`src/verilog/rx_frame_cfg.svh`:
```
`ifndef RX_FRAME_CFG_SVH
`define RX_FRAME_CFG_SVH

// ==========================================
// frame type codes
`define RXF_TYPE_DATA64 8'h80
`define RXF_TYPE_DATA16 8'h81
`define RXF_TYPE_IO64 8'h82
`define RXF_TYPE_IO16 8'h83

// ==========================================
// frame layout
`define RXF_OFF_TYPE 8'h04
`define RXF_ADDR16_LAST 3'h1
`define RXF_ADDR64_LAST 3'h7
`define RXF_PAYLOAD_MAX 7'h64
`define RXF_OPT_ADDR_BCAST 1
`define RXF_OPT_PAN_BCAST 2

// ==========================================
// register map, byte addresses
`define RXF_REG_CTRL 8'h00
`define RXF_REG_STATUS 8'h04
`define RXF_CTRL_ENABLE 0
`define RXF_CTRL_CLEAR 1
`define RXF_CTRL_RESET 1'b1
`define RXF_STAT_BUSY 0
`define RXF_STAT_TRUNC_LSB 8
`define RXF_STAT_FRAMES_LSB 16

`endif

```
`src/verilog/rx_frame_pkg.sv`:
```
package rx_frame_pkg;

   // ==========================================
   // packet descriptor handed over by the radio side
   typedef struct packed {
      logic is_io;
      logic addr64;
      logic [63:0] src_addr;
      logic [7:0] strength;
      logic addr_bcast;
      logic pan_bcast;
      logic [3:0] analog_channel_select_bits;
      logic [8:0] digital_line_select_bits;
   } pkt_desc_t;

   // payload byte with its end marker
   typedef struct packed {
      logic last;
      logic [7:0] data;
   } pay_word_t;

   typedef enum logic [3:0] {
      S_IDLE,
      S_TYPE,
      S_ADDR,
      S_STRENGTH,
      S_OPTS,
      S_CHAN_HI,
      S_CHAN_LO,
      S_DATA,
      S_DISCARD
   } build_state_t;

   typedef struct packed {
      build_state_t state;
      pkt_desc_t desc;
      logic [2:0] idx;
      logic [6:0] pay_cnt;
      logic pkt_ready;
      logic out_valid;
      logic [7:0] out_data;
      logic out_last;
      logic [7:0] out_offset;
      logic enable;
      logic [15:0] frames;
      logic [7:0] truncs;
      logic ack;
      logic waitreq;
      logic [31:0] rdata;
   } builder_st_t;

endpackage

```
`src/verilog/pay_fifo.sv`:
```
`timescale 1ns/1ps

// small first-in first-out buffer; ready on the filling side is a flop
module pay_fifo
#(
   parameter int WIDTH = 9,
   parameter int DEPTH = 8
)
(
   input wire logic core_clk_i,
   input wire logic nrst_i,
   input wire logic in_valid_i,
   input wire logic [WIDTH-1:0] in_data_i,
   output logic in_ready_o,
   output logic out_valid_o,
   output logic [WIDTH-1:0] out_data_o,
   input wire logic out_ready_i
);

   localparam int PW = (DEPTH > 1) ? $clog2(DEPTH) : 1;
   localparam int CW = $clog2(DEPTH + 1);

   typedef struct packed {
      logic [PW-1:0] wr;
      logic [PW-1:0] rd;
      logic [CW-1:0] cnt;
      logic room;
   } fifo_st_t;

   fifo_st_t s;
   fifo_st_t next_s;
   logic [WIDTH-1:0] mem [DEPTH];
   logic push;
   logic pop;

   // ==========================================
   // handshakes
   assign push = in_valid_i & s.room;
   assign pop = out_valid_o & out_ready_i;
   assign in_ready_o = s.room; // straight from a flop, no inverter
   assign out_valid_o = (s.cnt != '0);
   assign out_data_o = mem[s.rd];

   // pointers wrap explicitly so depths other than powers of two work
   always_comb
   begin
      next_s = s;
      if (push)
      begin
         next_s.wr = (s.wr == PW'(DEPTH - 1)) ? '0 : s.wr + 1'b1;
      end
      if (pop)
      begin
         next_s.rd = (s.rd == PW'(DEPTH - 1)) ? '0 : s.rd + 1'b1;
      end
      if (push & ~pop)
      begin
         next_s.cnt = s.cnt + 1'b1;
      end
      else if (pop & ~push)
      begin
         next_s.cnt = s.cnt - 1'b1;
      end
      next_s.room = (next_s.cnt != CW'(DEPTH));
   end

   always_ff @(posedge core_clk_i or negedge nrst_i)
   begin
      if (!nrst_i)
      begin
         s <= '0;
         s.room <= 1'b1; // an empty buffer has room
      end
      else
      begin
         s <= next_s;
      end
   end

   // storage carries no reset, it is only read behind a valid count
   always_ff @(posedge core_clk_i)
   begin
      if (push)
      begin
         mem[s.wr] <= in_data_i;
      end
   end

endmodule

```
`src/verilog/rx_api_frame_builder.sv`:
```
`timescale 1ns/1ps
`include "rx_frame_cfg.svh"

module rx_api_frame_builder
#(
   parameter int FIFO_DEPTH = 8
)
(
   input wire logic core_clk_i,
   input wire logic nrst_i,
   // packet descriptor from the radio side
   input wire logic pkt_valid_i,
   input wire rx_frame_pkg::pkt_desc_t pkt_desc_i,
   output logic pkt_ready_o,
   // payload bytes from the radio side
   input wire logic pay_valid_i,
   input wire logic [7:0] pay_data_i,
   input wire logic pay_last_i,
   output logic pay_ready_o,
   // frame bytes towards the uart, starting at the type byte
   output logic out_valid_o,
   output logic [7:0] out_data_o,
   output logic out_last_o,
   output logic [7:0] out_offset_o,
   input wire logic out_ready_i,
   // avalon-mm slave
   input wire logic [7:0] address_i,
   input wire logic read_i,
   input wire logic write_i,
   input wire logic [31:0] writedata_i,
   input wire logic [3:0] byteenable_i,
   output logic [31:0] readdata_o,
   output logic waitrequest_o
);

   // the offset counter is eight bits; the longest frame ends at 114
   rx_frame_pkg::builder_st_t s;
   rx_frame_pkg::builder_st_t next_s;
   rx_frame_pkg::pay_word_t fifo_in;
   rx_frame_pkg::pay_word_t fifo_out;
   logic fifo_valid;
   logic fifo_pop;
   logic can_load;
   logic [15:0] chan_ind;

   // ==========================================
   // payload buffer
   // one driver for the whole word keeps the end marker beside its byte
   assign fifo_in = {pay_last_i, pay_data_i};

   pay_fifo
   #(
      .WIDTH($bits(rx_frame_pkg::pay_word_t)),
      .DEPTH(FIFO_DEPTH)
   )
   u_pay_fifo
   (
      .core_clk_i(core_clk_i),
      .nrst_i(nrst_i),
      .in_valid_i(pay_valid_i),
      .in_data_i(fifo_in),
      .in_ready_o(pay_ready_o),
      .out_valid_o(fifo_valid),
      .out_data_o(fifo_out),
      .out_ready_i(fifo_pop)
   );

   // ==========================================
   // output stage and fifo drain
   // the output byte register is free when empty or being taken this cycle
   assign can_load = ~s.out_valid | out_ready_i;
   // discarding drains without waiting on the uart side
   assign fifo_pop = fifo_valid &
      (((s.state == rx_frame_pkg::S_DATA) & can_load) |
       (s.state == rx_frame_pkg::S_DISCARD));
   // channel indicator goes out high byte first, reserved bits as zero
   assign chan_ind = {3'b000, s.desc.analog_channel_select_bits,
      s.desc.digital_line_select_bits};

   // every output is a field of the state register, pay_ready_o a flop of the
   // payload buffer, so no logic sits between a flop and a pin
   assign pkt_ready_o = s.pkt_ready;
   assign out_valid_o = s.out_valid;
   assign out_data_o = s.out_data;
   assign out_last_o = s.out_last;
   assign out_offset_o = s.out_offset;
   assign readdata_o = s.rdata;
   assign waitrequest_o = s.waitreq;

   // ==========================================
   // next state of the whole block
   always_comb
   begin
      next_s = s;
      if (s.out_valid & out_ready_i)
      begin
         next_s.out_valid = 1'b0;
      end
      // one frame byte is loaded per cycle while the output stage is free;
      // type, address, strength and options come from the held
      // descriptor, then the channel indicator for sample frames, then
      // the buffered payload
      case (s.state)
         rx_frame_pkg::S_IDLE:
         begin
            // the descriptor is copied so the radio side may move on
            if (pkt_valid_i & s.pkt_ready)
            begin
               next_s.desc = pkt_desc_i;
               next_s.state = rx_frame_pkg::S_TYPE;
            end
         end
         rx_frame_pkg::S_TYPE:
         begin
            if (can_load)
            begin
               next_s.out_valid = 1'b1;
               next_s.out_last = 1'b0;
               next_s.out_offset = `RXF_OFF_TYPE;
               if (s.desc.is_io)
               begin
                  next_s.out_data = s.desc.addr64 ? `RXF_TYPE_IO64
                     : `RXF_TYPE_IO16;
               end
               else
               begin
                  next_s.out_data = s.desc.addr64 ? `RXF_TYPE_DATA64
                     : `RXF_TYPE_DATA16;
               end
               // address width decides the field positions after it
               next_s.idx = s.desc.addr64 ? `RXF_ADDR64_LAST
                  : `RXF_ADDR16_LAST;
               next_s.state = rx_frame_pkg::S_ADDR;
            end
         end
         rx_frame_pkg::S_ADDR:
         begin
            if (can_load)
            begin
               next_s.out_valid = 1'b1;
               next_s.out_offset = s.out_offset + 8'h01;
               next_s.out_data = s.desc.src_addr[{s.idx, 3'b000} +: 8];
               // idx counts the address bytes down, most significant first
               next_s.idx = s.idx - 3'h1;
               if (s.idx == 3'h0)
               begin
                  next_s.state = rx_frame_pkg::S_STRENGTH;
               end
            end
         end
         rx_frame_pkg::S_STRENGTH:
         begin
            if (can_load)
            begin
               next_s.out_valid = 1'b1;
               next_s.out_offset = s.out_offset + 8'h01;
               next_s.out_data = s.desc.strength;
               next_s.state = rx_frame_pkg::S_OPTS;
            end
         end
         rx_frame_pkg::S_OPTS:
         begin
            if (can_load)
            begin
               next_s.out_valid = 1'b1;
               next_s.out_offset = s.out_offset + 8'h01;
               // reserved positions are always sent as zero
               next_s.out_data = 8'h00;
               next_s.out_data[`RXF_OPT_ADDR_BCAST] = s.desc.addr_bcast;
               next_s.out_data[`RXF_OPT_PAN_BCAST] = s.desc.pan_bcast;
               // channel bytes of sample frames count towards the limit
               next_s.pay_cnt = 7'h00;
               next_s.state = s.desc.is_io ? rx_frame_pkg::S_CHAN_HI
                  : rx_frame_pkg::S_DATA;
            end
         end
         rx_frame_pkg::S_CHAN_HI:
         begin
            if (can_load)
            begin
               next_s.out_valid = 1'b1;
               next_s.out_offset = s.out_offset + 8'h01;
               next_s.out_data = chan_ind[15:8];
               next_s.pay_cnt = s.pay_cnt + 7'h01;
               next_s.state = rx_frame_pkg::S_CHAN_LO;
            end
         end
         rx_frame_pkg::S_CHAN_LO:
         begin
            if (can_load)
            begin
               next_s.out_valid = 1'b1;
               next_s.out_offset = s.out_offset + 8'h01;
               next_s.out_data = chan_ind[7:0];
               next_s.pay_cnt = s.pay_cnt + 7'h01;
               next_s.state = rx_frame_pkg::S_DATA;
            end
         end
         rx_frame_pkg::S_DATA:
         begin
            // a byte leaves the buffer only when the output stage is free
            if (fifo_pop)
            begin
               next_s.out_valid = 1'b1;
               next_s.out_offset = s.out_offset + 8'h01;
               next_s.out_data = fifo_out.data;
               next_s.pay_cnt = s.pay_cnt + 7'h01;
               // the hundredth byte closes the frame even mid packet
               next_s.out_last = fifo_out.last |
                  (s.pay_cnt == `RXF_PAYLOAD_MAX - 7'h01);
               if (fifo_out.last)
               begin
                  next_s.state = rx_frame_pkg::S_IDLE;
                  next_s.frames = s.frames + 16'h0001;
               end
               else if (s.pay_cnt == `RXF_PAYLOAD_MAX - 7'h01)
               begin
                  next_s.state = rx_frame_pkg::S_DISCARD;
                  next_s.frames = s.frames + 16'h0001;
                  next_s.truncs = s.truncs + 8'h01;
               end
            end
         end
         rx_frame_pkg::S_DISCARD:
         begin
            // excess bytes are dropped up to the packet end
            if (fifo_pop & fifo_out.last)
            begin
               next_s.state = rx_frame_pkg::S_IDLE;
            end
         end
         // unused state codes fall back to idle
         default:
         begin
            next_s.state = rx_frame_pkg::S_IDLE;
         end
      endcase

      // ==========================================
      // register slave: one wait cycle, then the answer
      // map, byte addresses:
      //    control 0x00: bit 0 enable, bit 1 write one to clear counters
      //    status 0x04, read only: bit 0 busy, bits 15:8 cut frames,
      //    bits 31:16 frames sent
      // other addresses read zero and ignore writes; the answer is
      // registered, which costs a wait cycle but keeps the read data
      // path off the decode logic
      next_s.ack = (read_i | write_i) & ~s.ack;
      next_s.waitreq = ~next_s.ack;
      if ((read_i | write_i) & ~s.ack)
      begin
         next_s.rdata = 32'h0000_0000;
         if (read_i & (address_i == `RXF_REG_CTRL))
         begin
            next_s.rdata[`RXF_CTRL_ENABLE] = s.enable;
         end
         else if (read_i & (address_i == `RXF_REG_STATUS))
         begin
            next_s.rdata[`RXF_STAT_BUSY] = (s.state != rx_frame_pkg::S_IDLE);
            next_s.rdata[`RXF_STAT_TRUNC_LSB +: 8] = s.truncs;
            next_s.rdata[`RXF_STAT_FRAMES_LSB +: 16] = s.frames;
         end
      end
      // clearing the counters loses no event: the increment is kept
      if (s.ack & write_i & (address_i == `RXF_REG_CTRL) & byteenable_i[0])
      begin
         next_s.enable = writedata_i[`RXF_CTRL_ENABLE];
         if (writedata_i[`RXF_CTRL_CLEAR])
         begin
            next_s.frames = next_s.frames - s.frames;
            next_s.truncs = next_s.truncs - s.truncs;
         end
      end
      // a new descriptor is only taken between frames while enabled
      next_s.pkt_ready = (next_s.state == rx_frame_pkg::S_IDLE) &
         next_s.enable & ~(pkt_valid_i & s.pkt_ready);
   end

   // ==========================================
   // state register; reset leaves the block idle and enabled, with the
   // bus not answering
   always_ff @(posedge core_clk_i or negedge nrst_i)
   begin
      if (!nrst_i)
      begin
         s <= '0;
         s.state <= rx_frame_pkg::S_IDLE;
         s.enable <= `RXF_CTRL_RESET;
         s.waitreq <= 1'b1;
      end
      else
      begin
         s <= next_s;
      end
   end

endmodule

```
`config.mk`:
```
export PLATFORM = sky130hd
export DESIGN_NAME = rx_api_frame_builder
export DESIGN_NICKNAME = d
export VERILOG_FILES = /design/src/verilog/rx_frame_pkg.sv /design/src/verilog/pay_fifo.sv /design/src/verilog/rx_api_frame_builder.sv
export VERILOG_INCLUDE_DIRS = /design/src /design/src/verilog
export SDC_FILE = /design/constraint.sdc
export NUM_CORES = 1
export LEC_CHECK = 0
export BUFFER_PORTS_ARGS = -buffer_cell sky130_fd_sc_hd__buf_4
export CORE_MARGIN = 2
export CORE_UTILIZATION = 45
export DETAILED_ROUTE_END_ITERATION = 8
export PLACE_DENSITY = 0.74
export SLEW_MARGIN = 20
export SYNTH_ARGS = -nofsm -noshare
export SYNTH_HDL_FRONTEND = slang
export SYNTH_SLANG_ARGS = --single-unit
```
`constraint.sdc`:
```
create_clock -name core_clk_i -period 3.58 [get_ports core_clk_i]
set_input_delay 0.358 -clock core_clk_i [delete_from_list [all_inputs] [get_ports core_clk_i]]
set_output_delay 0.358 -clock core_clk_i [all_outputs]
set_load 0.05 [all_outputs]
```
# After elaboration in Yosys (flattened, before gate mapping)
# Memory sizes are Yosys's and may differ from the RTL's.
# Cells that the tools add are included.
[classes]
eq_ne = 22
muxes = 54
shifts = 1
add_sub_neg = 11
reduce_logical = 19
n_bitwise = 27
[op_table]
columns = ["cell", "n"]
rows = [
  ["24-bit 2-to-1 mux", 6],
  ["93-bit 2-to-1 mux", 1],
  ["64-bit by 7-bit indexed part select with 8-bit output", 1],
  ["9-bit one-hot mux with 7 select lines", 1],
  ["4-bit 2-to-1 mux", 13],
  ["9-bit 2-to-1 mux", 5],
  ["18-bit 2-to-1 mux", 2],
  ["4-bit one-hot mux with 9 select lines", 1],
  ["25-bit 2-to-1 mux", 1],
  ["8-bit one-hot mux with 3 select lines", 1],
  ["7-bit 2-to-1 mux", 3],
  ["7-bit one-hot mux with 3 select lines", 1],
  ["1-bit bitwise AND", 17],
  ["16-bit by 1-bit adder with 16-bit output (second input constant)", 1],
  ["8-bit by 1-bit adder with 8-bit output (second input constant)", 2],
  ["4-bit by 3-bit == test with 1-bit output (second input constant)", 4],
  ["16-bit 2-to-1 mux", 1],
  ["8-bit 2-to-1 mux", 2],
  ["16-bit subtractor", 1],
  ["3-bit 2-to-1 mux", 5],
  ["2-bit != test (second input constant)", 7],
  ["4-bit by 2-bit == test with 1-bit output (second input constant)", 2],
  ["8-bit by 3-bit == test with 1-bit output (second input constant)", 1],
  ["4-bit logical NOT", 2],
  ["other kinds (30)", 53],
]
[totals]
wordCells = 161
regBits = 185
n_memories = 1
mem_bits_rw = 72
[mem_list]
columns = ["memory", "depth", "word_bits", "read_ports", "rd_ports_with_merged_regs", "wr", "line", "rtl"]
rows = [
  ["u_pay_fifo.mem", 8, 9, 1, 0, 1, "pay_fifo.sv:32", "logic [WIDTH-1:0] mem [DEPTH];"],
]

# Logic depth before layout (Yosys ltp)
# Gate-level depths: netlist of run 1.
[depth]
ltp_word = 12
ltp_mapped = 16

# By module
# From an unflattened synthesis of run 1, not the netlist that was laid out.
[unflattened]
cells_unflattened = 1016
area_unflattened_um2 = 12998.7
[by_module_without_submodules]
columns = ["module", "cells_per_inst", "instances", "area_per_inst_um2"]
rows = [
  ["rx_api_frame_builder", 831, 1, 9490.4],
  ["pay_fifo", 185, 1, 3508.4],
]

# Least setup slack after synthesis of run 1
# No wires, ideal clock.
[synth_timing]
path_type = "register to register"
from = "register s[78] (netlist name)"
to = "register s[54] (netlist name)"
t_required_ps = 3454
n_path_buf = 0
stages_incl_launch_ff = 13
setup_time_ps = 126
arrival_ps = 3615
period_less_slack_ps = 3741
setup_slack_ps = -161
cell_sequence = "dfrtp_1 ha_1 nand4b_4 or3_4 a2111oi_4 mux2_2 fa_1 a211oi_1 nor2_1 o41a_1 a311oi_1 xor2_1 a21oi_1"
[synth_lines]
columns = ["item", "line", "rtl"]
rows = [
  ["from (decl)", "rx_api_frame_builder.sv:37", "rx_frame_pkg::builder_st_t s;"],
  ["from (signal assigned)", "rx_api_frame_builder.sv:293", "s <= next_s;"],
]

==> results of run 1 <==
-- power groups by stage --
stage / clock, W / sequential, W / combinational (W)
after floorplan: 0 / 0.00366 / 0.00226
after global placement: 0 / 0.00367 / 0.00328
after detailed placement: 0 / 0.00368 / 0.00334
after CTS: 0.00322 / 0.00364 / 0.00360
after global routing: 0.00335 / 0.00369 / 0.00408
final: 0.00317 / 0.00365 / 0.00376
-- logic make-up after synthesis --
logic type                 count (synthesis)  share of synthesized area
DFF                                      257                      0.525
and+or+nand+nor                          229                     0.0899
AOI/OAI and AO/OA                        178                     0.0993
muxes                                    158                      0.166
buffers and inverters                    125                     0.0529
xor gates and xnor gates                  43                     0.0297
adders and majority gates                 36                     0.0360
other                                      1                   0.000290
-- worst register-to-register path, cell delays in order (launching register included) --
cell	delay (ps)
dfrtp_1	390
ha_4	160
nand4b_4	100
or3_4	370
a2111oi_4	450
buf_4	190
mux2_4	310
fa_2	380
a211oi_2	230
nor2_1	90
o41a_1	430
buf_4	180
xor2_1	130
mux2_2	250
-- registers in the layout, indices dropped and copies added (netlist names) --
name                   flops
s                        116
out_offset_o               8
u_pay_fifo.s              10
out_data_o                 8
readdata_o                25
out_valid_o                1
waitrequest_o              1
chan_ind                  13
u_pay_fifo.mem            72
out_last_o                 1
u_pay_fifo.in_ready_o      1
pkt_ready_o                1
-- synth_stat cells (all sizes together), types with 4 or more instances --
| master | count | area, µm² |
|---|---|---|
| dfrtp | 182 | 4550 |
| mux2 | 106 | 1190 |
| edfxtp | 72 | 2160 |
| nand2 | 72 | 270 |
| buf | 64 | 452 |
| nor2 | 56 | 210 |
| o21ai | 40 | 200 |
| inv | 36 | 135 |
| ha | 34 | 425 |
| mux4 | 34 | 766 |
| xnor2 | 32 | 288 |
| a22o | 29 | 254 |
| a21oi | 27 | 135 |
| clkbuf | 25 | 97.6 |
| nor3 | 22 | 126 |
| mux2i | 18 | 193 |
| nand3 | 18 | 95.1 |
| xor2 | 11 | 96.3 |
| a21o | 10 | 75.1 |
| nand2b | 10 | 62.6 |
| nand4 | 9 | 56.3 |
| nor2b | 9 | 56.3 |
| a31oi | 8 | 50.1 |
| a22oi | 7 | 52.6 |
| or3 | 7 | 53.8 |
| o21a | 6 | 45.0 |
| and3 | 5 | 31.3 |
| nor4 | 5 | 46.3 |
| o21bai | 5 | 37.5 |
| o22ai | 5 | 31.3 |
| a211oi | 4 | 30.0 |
| a221o | 4 | 40.0 |
| and2 | 4 | 25.0 |
| o2111ai | 4 | 58.8 |
| o211ai | 4 | 30.0 |
| o31ai | 4 | 30.0 |
-- how the worst max path moves through the flow --
| stage | to | slack [ps] | cells past startpoint |
|---|---|---|---|
| after floorplan | s[53]$_DFF_PN0_ | 7 | 14 |
| after global placement | s[56]$_DFF_PN0_ | -140 | 14 |
| after detailed placement | s[57]$_DFF_PN0_ | -200 | 14 |
| after CTS | s[50]$_DFF_PN0_ | -150 | 14 |
| after global routing | s[54]$_DFF_PN0_ | -320 | 13 |
| final | s[50]$_DFF_PN0_ | -200 | 13 |
-- repair_timing --
item	in CTS	in global routing
endpoints found under the hold margin	84	0
gates resized for setup	17	47
setup buffers	25	10
setup endpoints to repair	8	15
hold buffers	2	0
pin swaps	11	17
-- routing by layer --
metal	part of all wire	up-vias
li1	-	4183
met1	0.42	4473
met2	0.51	236
met3	0.057	28
met4	0.017	0
met5	0	-
-- layout by cell type (no fill, tap or decap), types with 7 or more instances in the layout --
cell and instances:
bufinv_16 7, mux4_2 34, nand3_1 17, nand2b_1 10, a21oi_1 22, conb_1 7, a22o_1 29, nand4_1 9
mux2_2 103, dfrtp_1 181, a21o_1 10, clkbuf_16 28, o21ai_0 35, mux2i_1 17, buf_4 251, nor2b_1 9
nor2_1 54, xnor2_1 27, nor3_1 16, edfxtp_1 72, a31oi_1 7, nand2_1 71, a22oi_1 7, ha_1 27
xor2_1 11, inv_1 32, buf_6 16
-- layout make-up --
| cell class | instances | share of cell area |
|---|---|---|
| well taps | 384 | 0.0295 |
| multi-input cells | 651 | 0.351 |
| clock buffers | 35 | 0.0452 |
| flip-flops and latches | 257 | 0.417 |
| inverters | 36 | 0.00830 |
| repair buffers | 272 | 0.131 |
| clock inverters | 17 | 0.0179 |
-- metrics by stage --
| step | std cells | total power, W | worst slack [ps] |
|---|---|---|---|
| 6_report | 1652 | 0.0106 | -197 |
| 5_1_grt | 1652 | 0.0111 | -322 |
| 4_1_cts | 1643 | 0.0105 | -146 |
| 3_5_place_dp | 1564 | 0.00703 | -202 |
| 3_3_place_gp | 1564 | 0.00695 | -144 |
| 2_1_floorplan | 1033 | 0.00591 | 6.97 |
==> results by group, run 1 <==
Clock tree
  • Clock Sinks: between 200 and 300
  • Clk Latency, worst-skew pair: ~560 ps
  • Clk slew on worst S/H paths: 60 ps
  • Max Root-Sink Buffers: 3
  • H-tree depth: 1
  • CTS root buffer: clkbuf_16
  • Num CTS Buffers: 28
  • CTS tree: built

Cells and area
  • Register area: slightly below 7000 µm²
  • # diodes: 0
  • Nets@finish: 1431
  • Fin area: 16300 µm²
  • Area of the multi-input gates: 5710 µm²
  • Synth-to-Final Area Change: 26.0%
  • Share of post-route cells with drive strength above 1: 0.410
  • Layout fillers: about 2.3k
  • Final Core Density: 0.572

Global route
  • Largest net degree at the start of global routing: 89
  • Met1 usage: 0.262
  • First-pass GRT wire length: around 49000 µm
  • Gr usage total: 0.202
  • Met3 Usage GRT: 0.0368
  • GR peak layer: met2
  • Gr ovfl total: 0
  • M2 GR Usage: 0.355
  • Vias in the first global route: 9324
  • Initial antenna violation count: 0

Floorplanning
  • Die Footprint: between 30000 and 40000 µm²
  • Floorplan row count: a little over 60
  • Horiz. Die Dim: between 150 and 200 µm
  • Die H: 174 µm
  • Core Area: between 20000 and 30000 µm²
  • I/O pins: ~200
  • Initial core utilization: 0.454

Place
  • Port Buffers: 161
  • Placed standard-cell area: about 15000 µm²
  • Routability cong.: between 0.8 and 0.9
  • Post-DP HPWL: between 20000 and 25000 µm

Timing
  • Slew HR: 0.377
  • Pins Over Slew Limit: 0
  • Transition time of the tightest slew-check pin: 932 ps
  • Hold_ws: about 27 ps
  • Highest clock rate: around 0.26 GHz
  • Final setup violation count: 7
  • Fin worst setup slack: -197 ps
  • RSZ-0062 raised after global routing: yes
  • Fin crit period: approximately 3800 ps
  • Final Hold Viols: 0
  • Clk_skew: about 26 ps
  • Crit share post-route: 1.06
  • Post-route setup TNS: -873 ps

Synth
  • Share of flip-flops with an asynchronous set or reset: 0.720
  • FF+latch count, synth: 257
  • Post-synthesis cell count: roughly 1.0k
  • Post-synth top flop: dfrtp_1
  • YS warnings: 0
  • Unique cell type count in the Yosys netlist: between 70 and 80
  • Syn avg cell area: about 13 µm²
  • EDFF count, synth: between 70 and 80
  • Mapped Area: between 10000 and 15000 µm²
  • Sequential cell area fraction in the yosys report: 0.525

Power and ir drop
  • Peak VDD IR: 0.444 mV
  • Logic pwr share: 0.356
  • Reg power frac: 0.345
  • Clock power frac: 0.299
  • Pwr/cell area: between 600 and 700 nW/µm²
  • Internal power: approximately 0.0071 W
  • Static Leak: 7.31 nW
  • Switching Share: 0.332
  • Switching pwr: ~0.0035 W

Critical path
  • CP Launch Point: s[79]$_DFFE_PN0P_
  • Register-to-register setup slack: -200 ps
  • Critical R2R Capture: s[50]$_DFF_PN0_
  • Setup CP Type: flip-flop to flip-flop
  • WP data required: around 4000 ps
  • Cell chain of the critical path: ha_4 -> nand4b_4 -> or3_4 -> a2111oi_4 -> buf_4 -> mux2_4 -> fa_2 -> a211oi_2 -> nor2_1 -> o41a_1 -> buf_4 -> xor2_1 -> mux2_2
  • CP top delay family: compound AO/OA/AOI/OAI gates
  • Slowest cell on the critical path: a2111oi_4
  • Arr. time, crit path: around 4200 ps
  • Worst R2R Start: s[79]$_DFFE_PN0P_
  • Critical path buffer and inverter count: 2
  • Most Frequent Cell on Critical Path: buf_4
  • Path depth of the worst reg2reg path: 13
  • CP max stage delay: roughly 450 ps
  • Worst Path Max Fanout: 4
  • Startpoint types: flip-flop
  • Crit. End Element: flip-flop

Detailed routing
  • Via density: roughly 5.4
  • Vias: 8920
  • DRT antenna net count: 0
  • Post-route DRC: 0
  • Detailed-route wire length per cell: roughly 19 µm
  • Drt first pass iters: 5
  • Initial DRC Count: ~540
  • Detailed Route WL: approximately 30000 µm

Run status
  • Status: finished, violations left
  • Failing checks: setup timing

Hold path
  • Worst hold stages: 2
  • Hold EP: s[172]$_DFFE_PN0P_
  • HP Class: input pin to flip-flop
  • Hold Path Origin: pkt_desc_i[84]

Run
  • MaxCap Viol Count: 0
(Power assumes the default switching activity.)
==> run 2: changes to the inputs <==
--- a/config.mk
+++ b/config.mk
@@ -9,6 +9,7 @@
 export BUFFER_PORTS_ARGS = -buffer_cell sky130_fd_sc_hd__buf_4
 export CORE_MARGIN = 2
 export CORE_UTILIZATION = 45
+export CTS_BUF_LIST = sky130_fd_sc_hd__clkbuf_2 sky130_fd_sc_hd__clkbuf_4 sky130_fd_sc_hd__clkbuf_8
 export DETAILED_ROUTE_END_ITERATION = 8
 export PLACE_DENSITY = 0.74
 export SLEW_MARGIN = 20
==> run 2 against run 1 <==
Compared with the run above:
- the run still ends with setup timing left
- critical path depth is the same
- sequential share of layout area grew 0.91 points
- clock power shrank 16%
- global-route usage shrank 0.35 points
- count of clock-buffer cells in the layout grew 29
- clock skew grew 4.1 ps
- register-to-register slack gained 60 ps
- setup slack gained 64 ps
- non-clock buffer count shrank 18
- critical endpoint unchanged
==> results by group, run 2 (synthesis gave the netlist of run 1 again) <==
Floorplanning
  • I/O pins: 202 (unchanged)
  • Floorplan row count: 62 (unchanged)
  • Core Area: 28500 µm² (unchanged)
  • Horiz. Die Dim: 174 µm (unchanged)
  • Die H: 174 µm (unchanged)
  • Die Footprint: 30100 µm² (unchanged)
  • Initial core utilization: 0.454 (unchanged)

Power and ir drop
  • Peak VDD IR: 0.367 mV (was 0.444 mV)
  • Static Leak: 7.18 nW (was 7.31 nW)
  • Pwr/cell area: 618 nW/µm² (was 649 nW/µm²)
  • Tot Pwr: 0.00985 W (was 0.0106 W)

Clock tree
  • Clk slew on worst S/H paths: 60 ps (about the same)
  • Clk Latency, worst-skew pair: 550 ps (was 560 ps)
  • Num CTS Buffers: 42 (was 28)
  • Max Root-Sink Buffers: 3 (unchanged)
  • H-tree depth: 2 (was 1)
  • Clock Sinks: 257 (unchanged)
  • CTS root buffer: clkbuf_8 (was clkbuf_16)
  • CTS tree: built (unchanged)

Cells and area
  • Commonest non-fill, non-tap cell in the layout: buf_4 (unchanged)
  • Most frequent cells in the layout: buf_4 (245), dfrtp_1 (181), mux2_2 (103), edfxtp_1 (72), nand2_1 (71) (was buf_4 (251), dfrtp_1 (181), mux2_2 (103), edfxtp_1 (72), nand2_1 (71))
  • Nets@finish: 1427 (was 1431)
  • Share of post-route cells with drive strength above 1: 0.414 (was 0.410)
  • Final Core Density: 0.560 (was 0.572)
  • Max reg flops: 116 (unchanged)
  • Synth-to-Final Area Change: 23.3% (was 26.0%)
  • # diodes: 0 (unchanged)
  • Top reg by flops: s (unchanged)
  • Non-Filler Instances: 1658 (was 1652)

Hold path
  • HP Class: input pin to flip-flop (unchanged)

Run status
  • Failing checks: setup timing (unchanged)
  • Status: finished, violations left (unchanged)

Detailed routing
  • Detailed Route WL: 29600 µm (was 30600 µm)
  • Detailed-route wire length per cell: 17.8 µm (was 18.5 µm)
  • Via density: 5.33 (was 5.40)
  • Post-route DRC: 0 (unchanged)
  • Drt first pass iters: 5 (unchanged)
  • Vias: 8838 (was 8920)
  • DRT antenna net count: 0 (unchanged)
  • Initial DRC Count: 590 (was 541)

Timing
  • Final setup violation count: 6 (was 7)
  • Pins Over Slew Limit: 0 (unchanged)
  • Clk_skew: 30.6 ps (was 26.5 ps)
  • RSZ-0062 raised after global routing: yes (unchanged)
  • Fin crit period: 3710 ps (was 3780 ps)
  • Transition time of the tightest slew-check pin: 951 ps (was 932 ps)
  • Final Hold Viols: 0 (unchanged)
  • Slew HR: 0.363 (was 0.377)
  • Fin worst setup slack: -133 ps (was -197 ps)
  • Crit share post-route: 1.04 (was 1.06)
  • Highest clock rate: 0.269 GHz (was 0.265 GHz)

Place
  • DP Worst Slack: -202 ps (unchanged)
  • Port Buffers: 161 (unchanged)
  • Post-DP HPWL: 20900 µm (unchanged)
  • Routability cong.: 0.860 (unchanged)
  • Placed insts: 1564 (unchanged)

Critical path
  • Cell chain of the critical path: ha_4 -> nand4b_4 -> or3_4 -> a2111oi_4 -> buf_4 -> mux2_4 -> fa_2 -> a211oi_2 -> nor2_1 -> o41a_1 -> buf_4 -> xor2_1 -> mux2_2 (unchanged)
  • Most Frequent Cell on Critical Path: buf_4 (unchanged)
  • Arr. time, crit path: 4140 ps (was 4210 ps)
  • Startpoint types: flip-flop (unchanged)
  • Setup CP Type: flip-flop to flip-flop (unchanged)
  • Slowest cell on the critical path: o41a_1 (was a2111oi_4)
  • WP data required: 4000 ps (was 4010 ps)
  • Worst Path Max Fanout: 4 (unchanged)
  • Crit. End Element: flip-flop (unchanged)
  • CP max stage delay: 420 ps (was 450 ps)

Run
  • MaxCap Viol Count: 0 (unchanged)

Global route
  • Gr usage total: 0.198 (was 0.202)
  • Initial antenna violation count: 0 (unchanged)
  • Gr ovfl total: 0 (unchanged)
  • Largest net degree at the start of global routing: 89 (unchanged)
  • Vias in the first global route: 9256 (was 9324)
  • First-pass GRT wire length: 48100 µm (was 49000 µm)
run 2: cell count changes in the layout (fill, tap and decap cells not counted), moves of 2 or more:
cell	change
clkbuf_16	-28
bufinv_16	-5
clkbuf_8	+43
clkbuf_4	+20
buf_4	-6
clkinv_1	+2
clkinv_8	+2
clkbuf_1	-6
clkinv_4	-2
buf_6	-11
run 2: timing repair:
action | in CTS | in global routing
gates resized for setup | 14 | 33
pin swaps | 11 | 15
buffers inserted | 9 | 8
endpoints found under the hold margin | 83 | 0
hold buffers | 1 | 0
setup endpoints to repair | 8 | 14
run 2: per-stage QoR:
| stage | hold slack (ps) | cell area [µm²] | setup TNS, ps |
|---|---|---|---|
| after floorplan | 62.4 | 13000 | 0 |
| after global placement | 475 | 14700 | -608 |
| after detailed placement | 482 | 14700 | -963 |
| after CTS | 3.52 | 15700 | -384 |
| after global routing | 7.62 | 15900 | -1510 |
| final | 34.7 | 15900 | -536 |
run 2: path summary, 6_finish.rpt:
path	start	end	slack [ps]	cells past startpoint
max	s[79]$_DFFE_PN0P_	s[50]$_DFF_PN0_	-130	13
min	pkt_desc_i[1]	chan_ind[1]$_DFFE_PN0P_	30	2
max reg2reg	s[79]$_DFFE_PN0P_	s[50]$_DFF_PN0_	-130	13
min reg2reg	s[56]$_DFF_PN0_	readdata_o[30]$_DFFE_PN0P_	500	1
max in group asynchronous	nrst_i	s[118]$_DFFE_PN0P_	2270	3
min in group asynchronous	nrst_i	s[33]$_DFF_PN0_	450	2
run 2: layer usage:
metal / wire (µm) / track usage / part of all wire
met5: 0 / 0 / 0
met2: 14600 / 0.338 / 0.49
met3: 1790 / 0.0458 / 0.061
met1: 12600 / 0.256 / 0.43
met4: 554 / 0.0501 / 0.019
run 2: cell type report:
| cell class | instances | area (µm²) |
|---|---|---|
| clock buffers | 64 | 756 |
| clock inverters | 12 | 129 |
| fillers | 2354 | 12500 |
| inverters | 36 | 135 |
| multi-input cells | 651 | 5680 |
| flip-flops and latches | 257 | 6800 |
| well taps | 384 | 480 |
| repair buffers | 254 | 1960 |
run 2: worst max-delay path: cells and delay by family, from the launching register on:
family | cells | cell delay, ps
AOI/OAI and AO/OA | 3 | 1050
muxes | 2 | 560
adders and majority gates | 2 | 540
DFF | 1 | 390
and+or+nand+nor | 3 | 570
buffers and inverters | 2 | 370
xor gates and xnor gates | 1 | 130
run 2: power breakdown:
group	switching, W	internal, W	leakage [nW]
combinational	0.00196	0.00158	3.61
clock	0.00116	0.00150	0.475
sequential	0.000271	0.00337	3.10
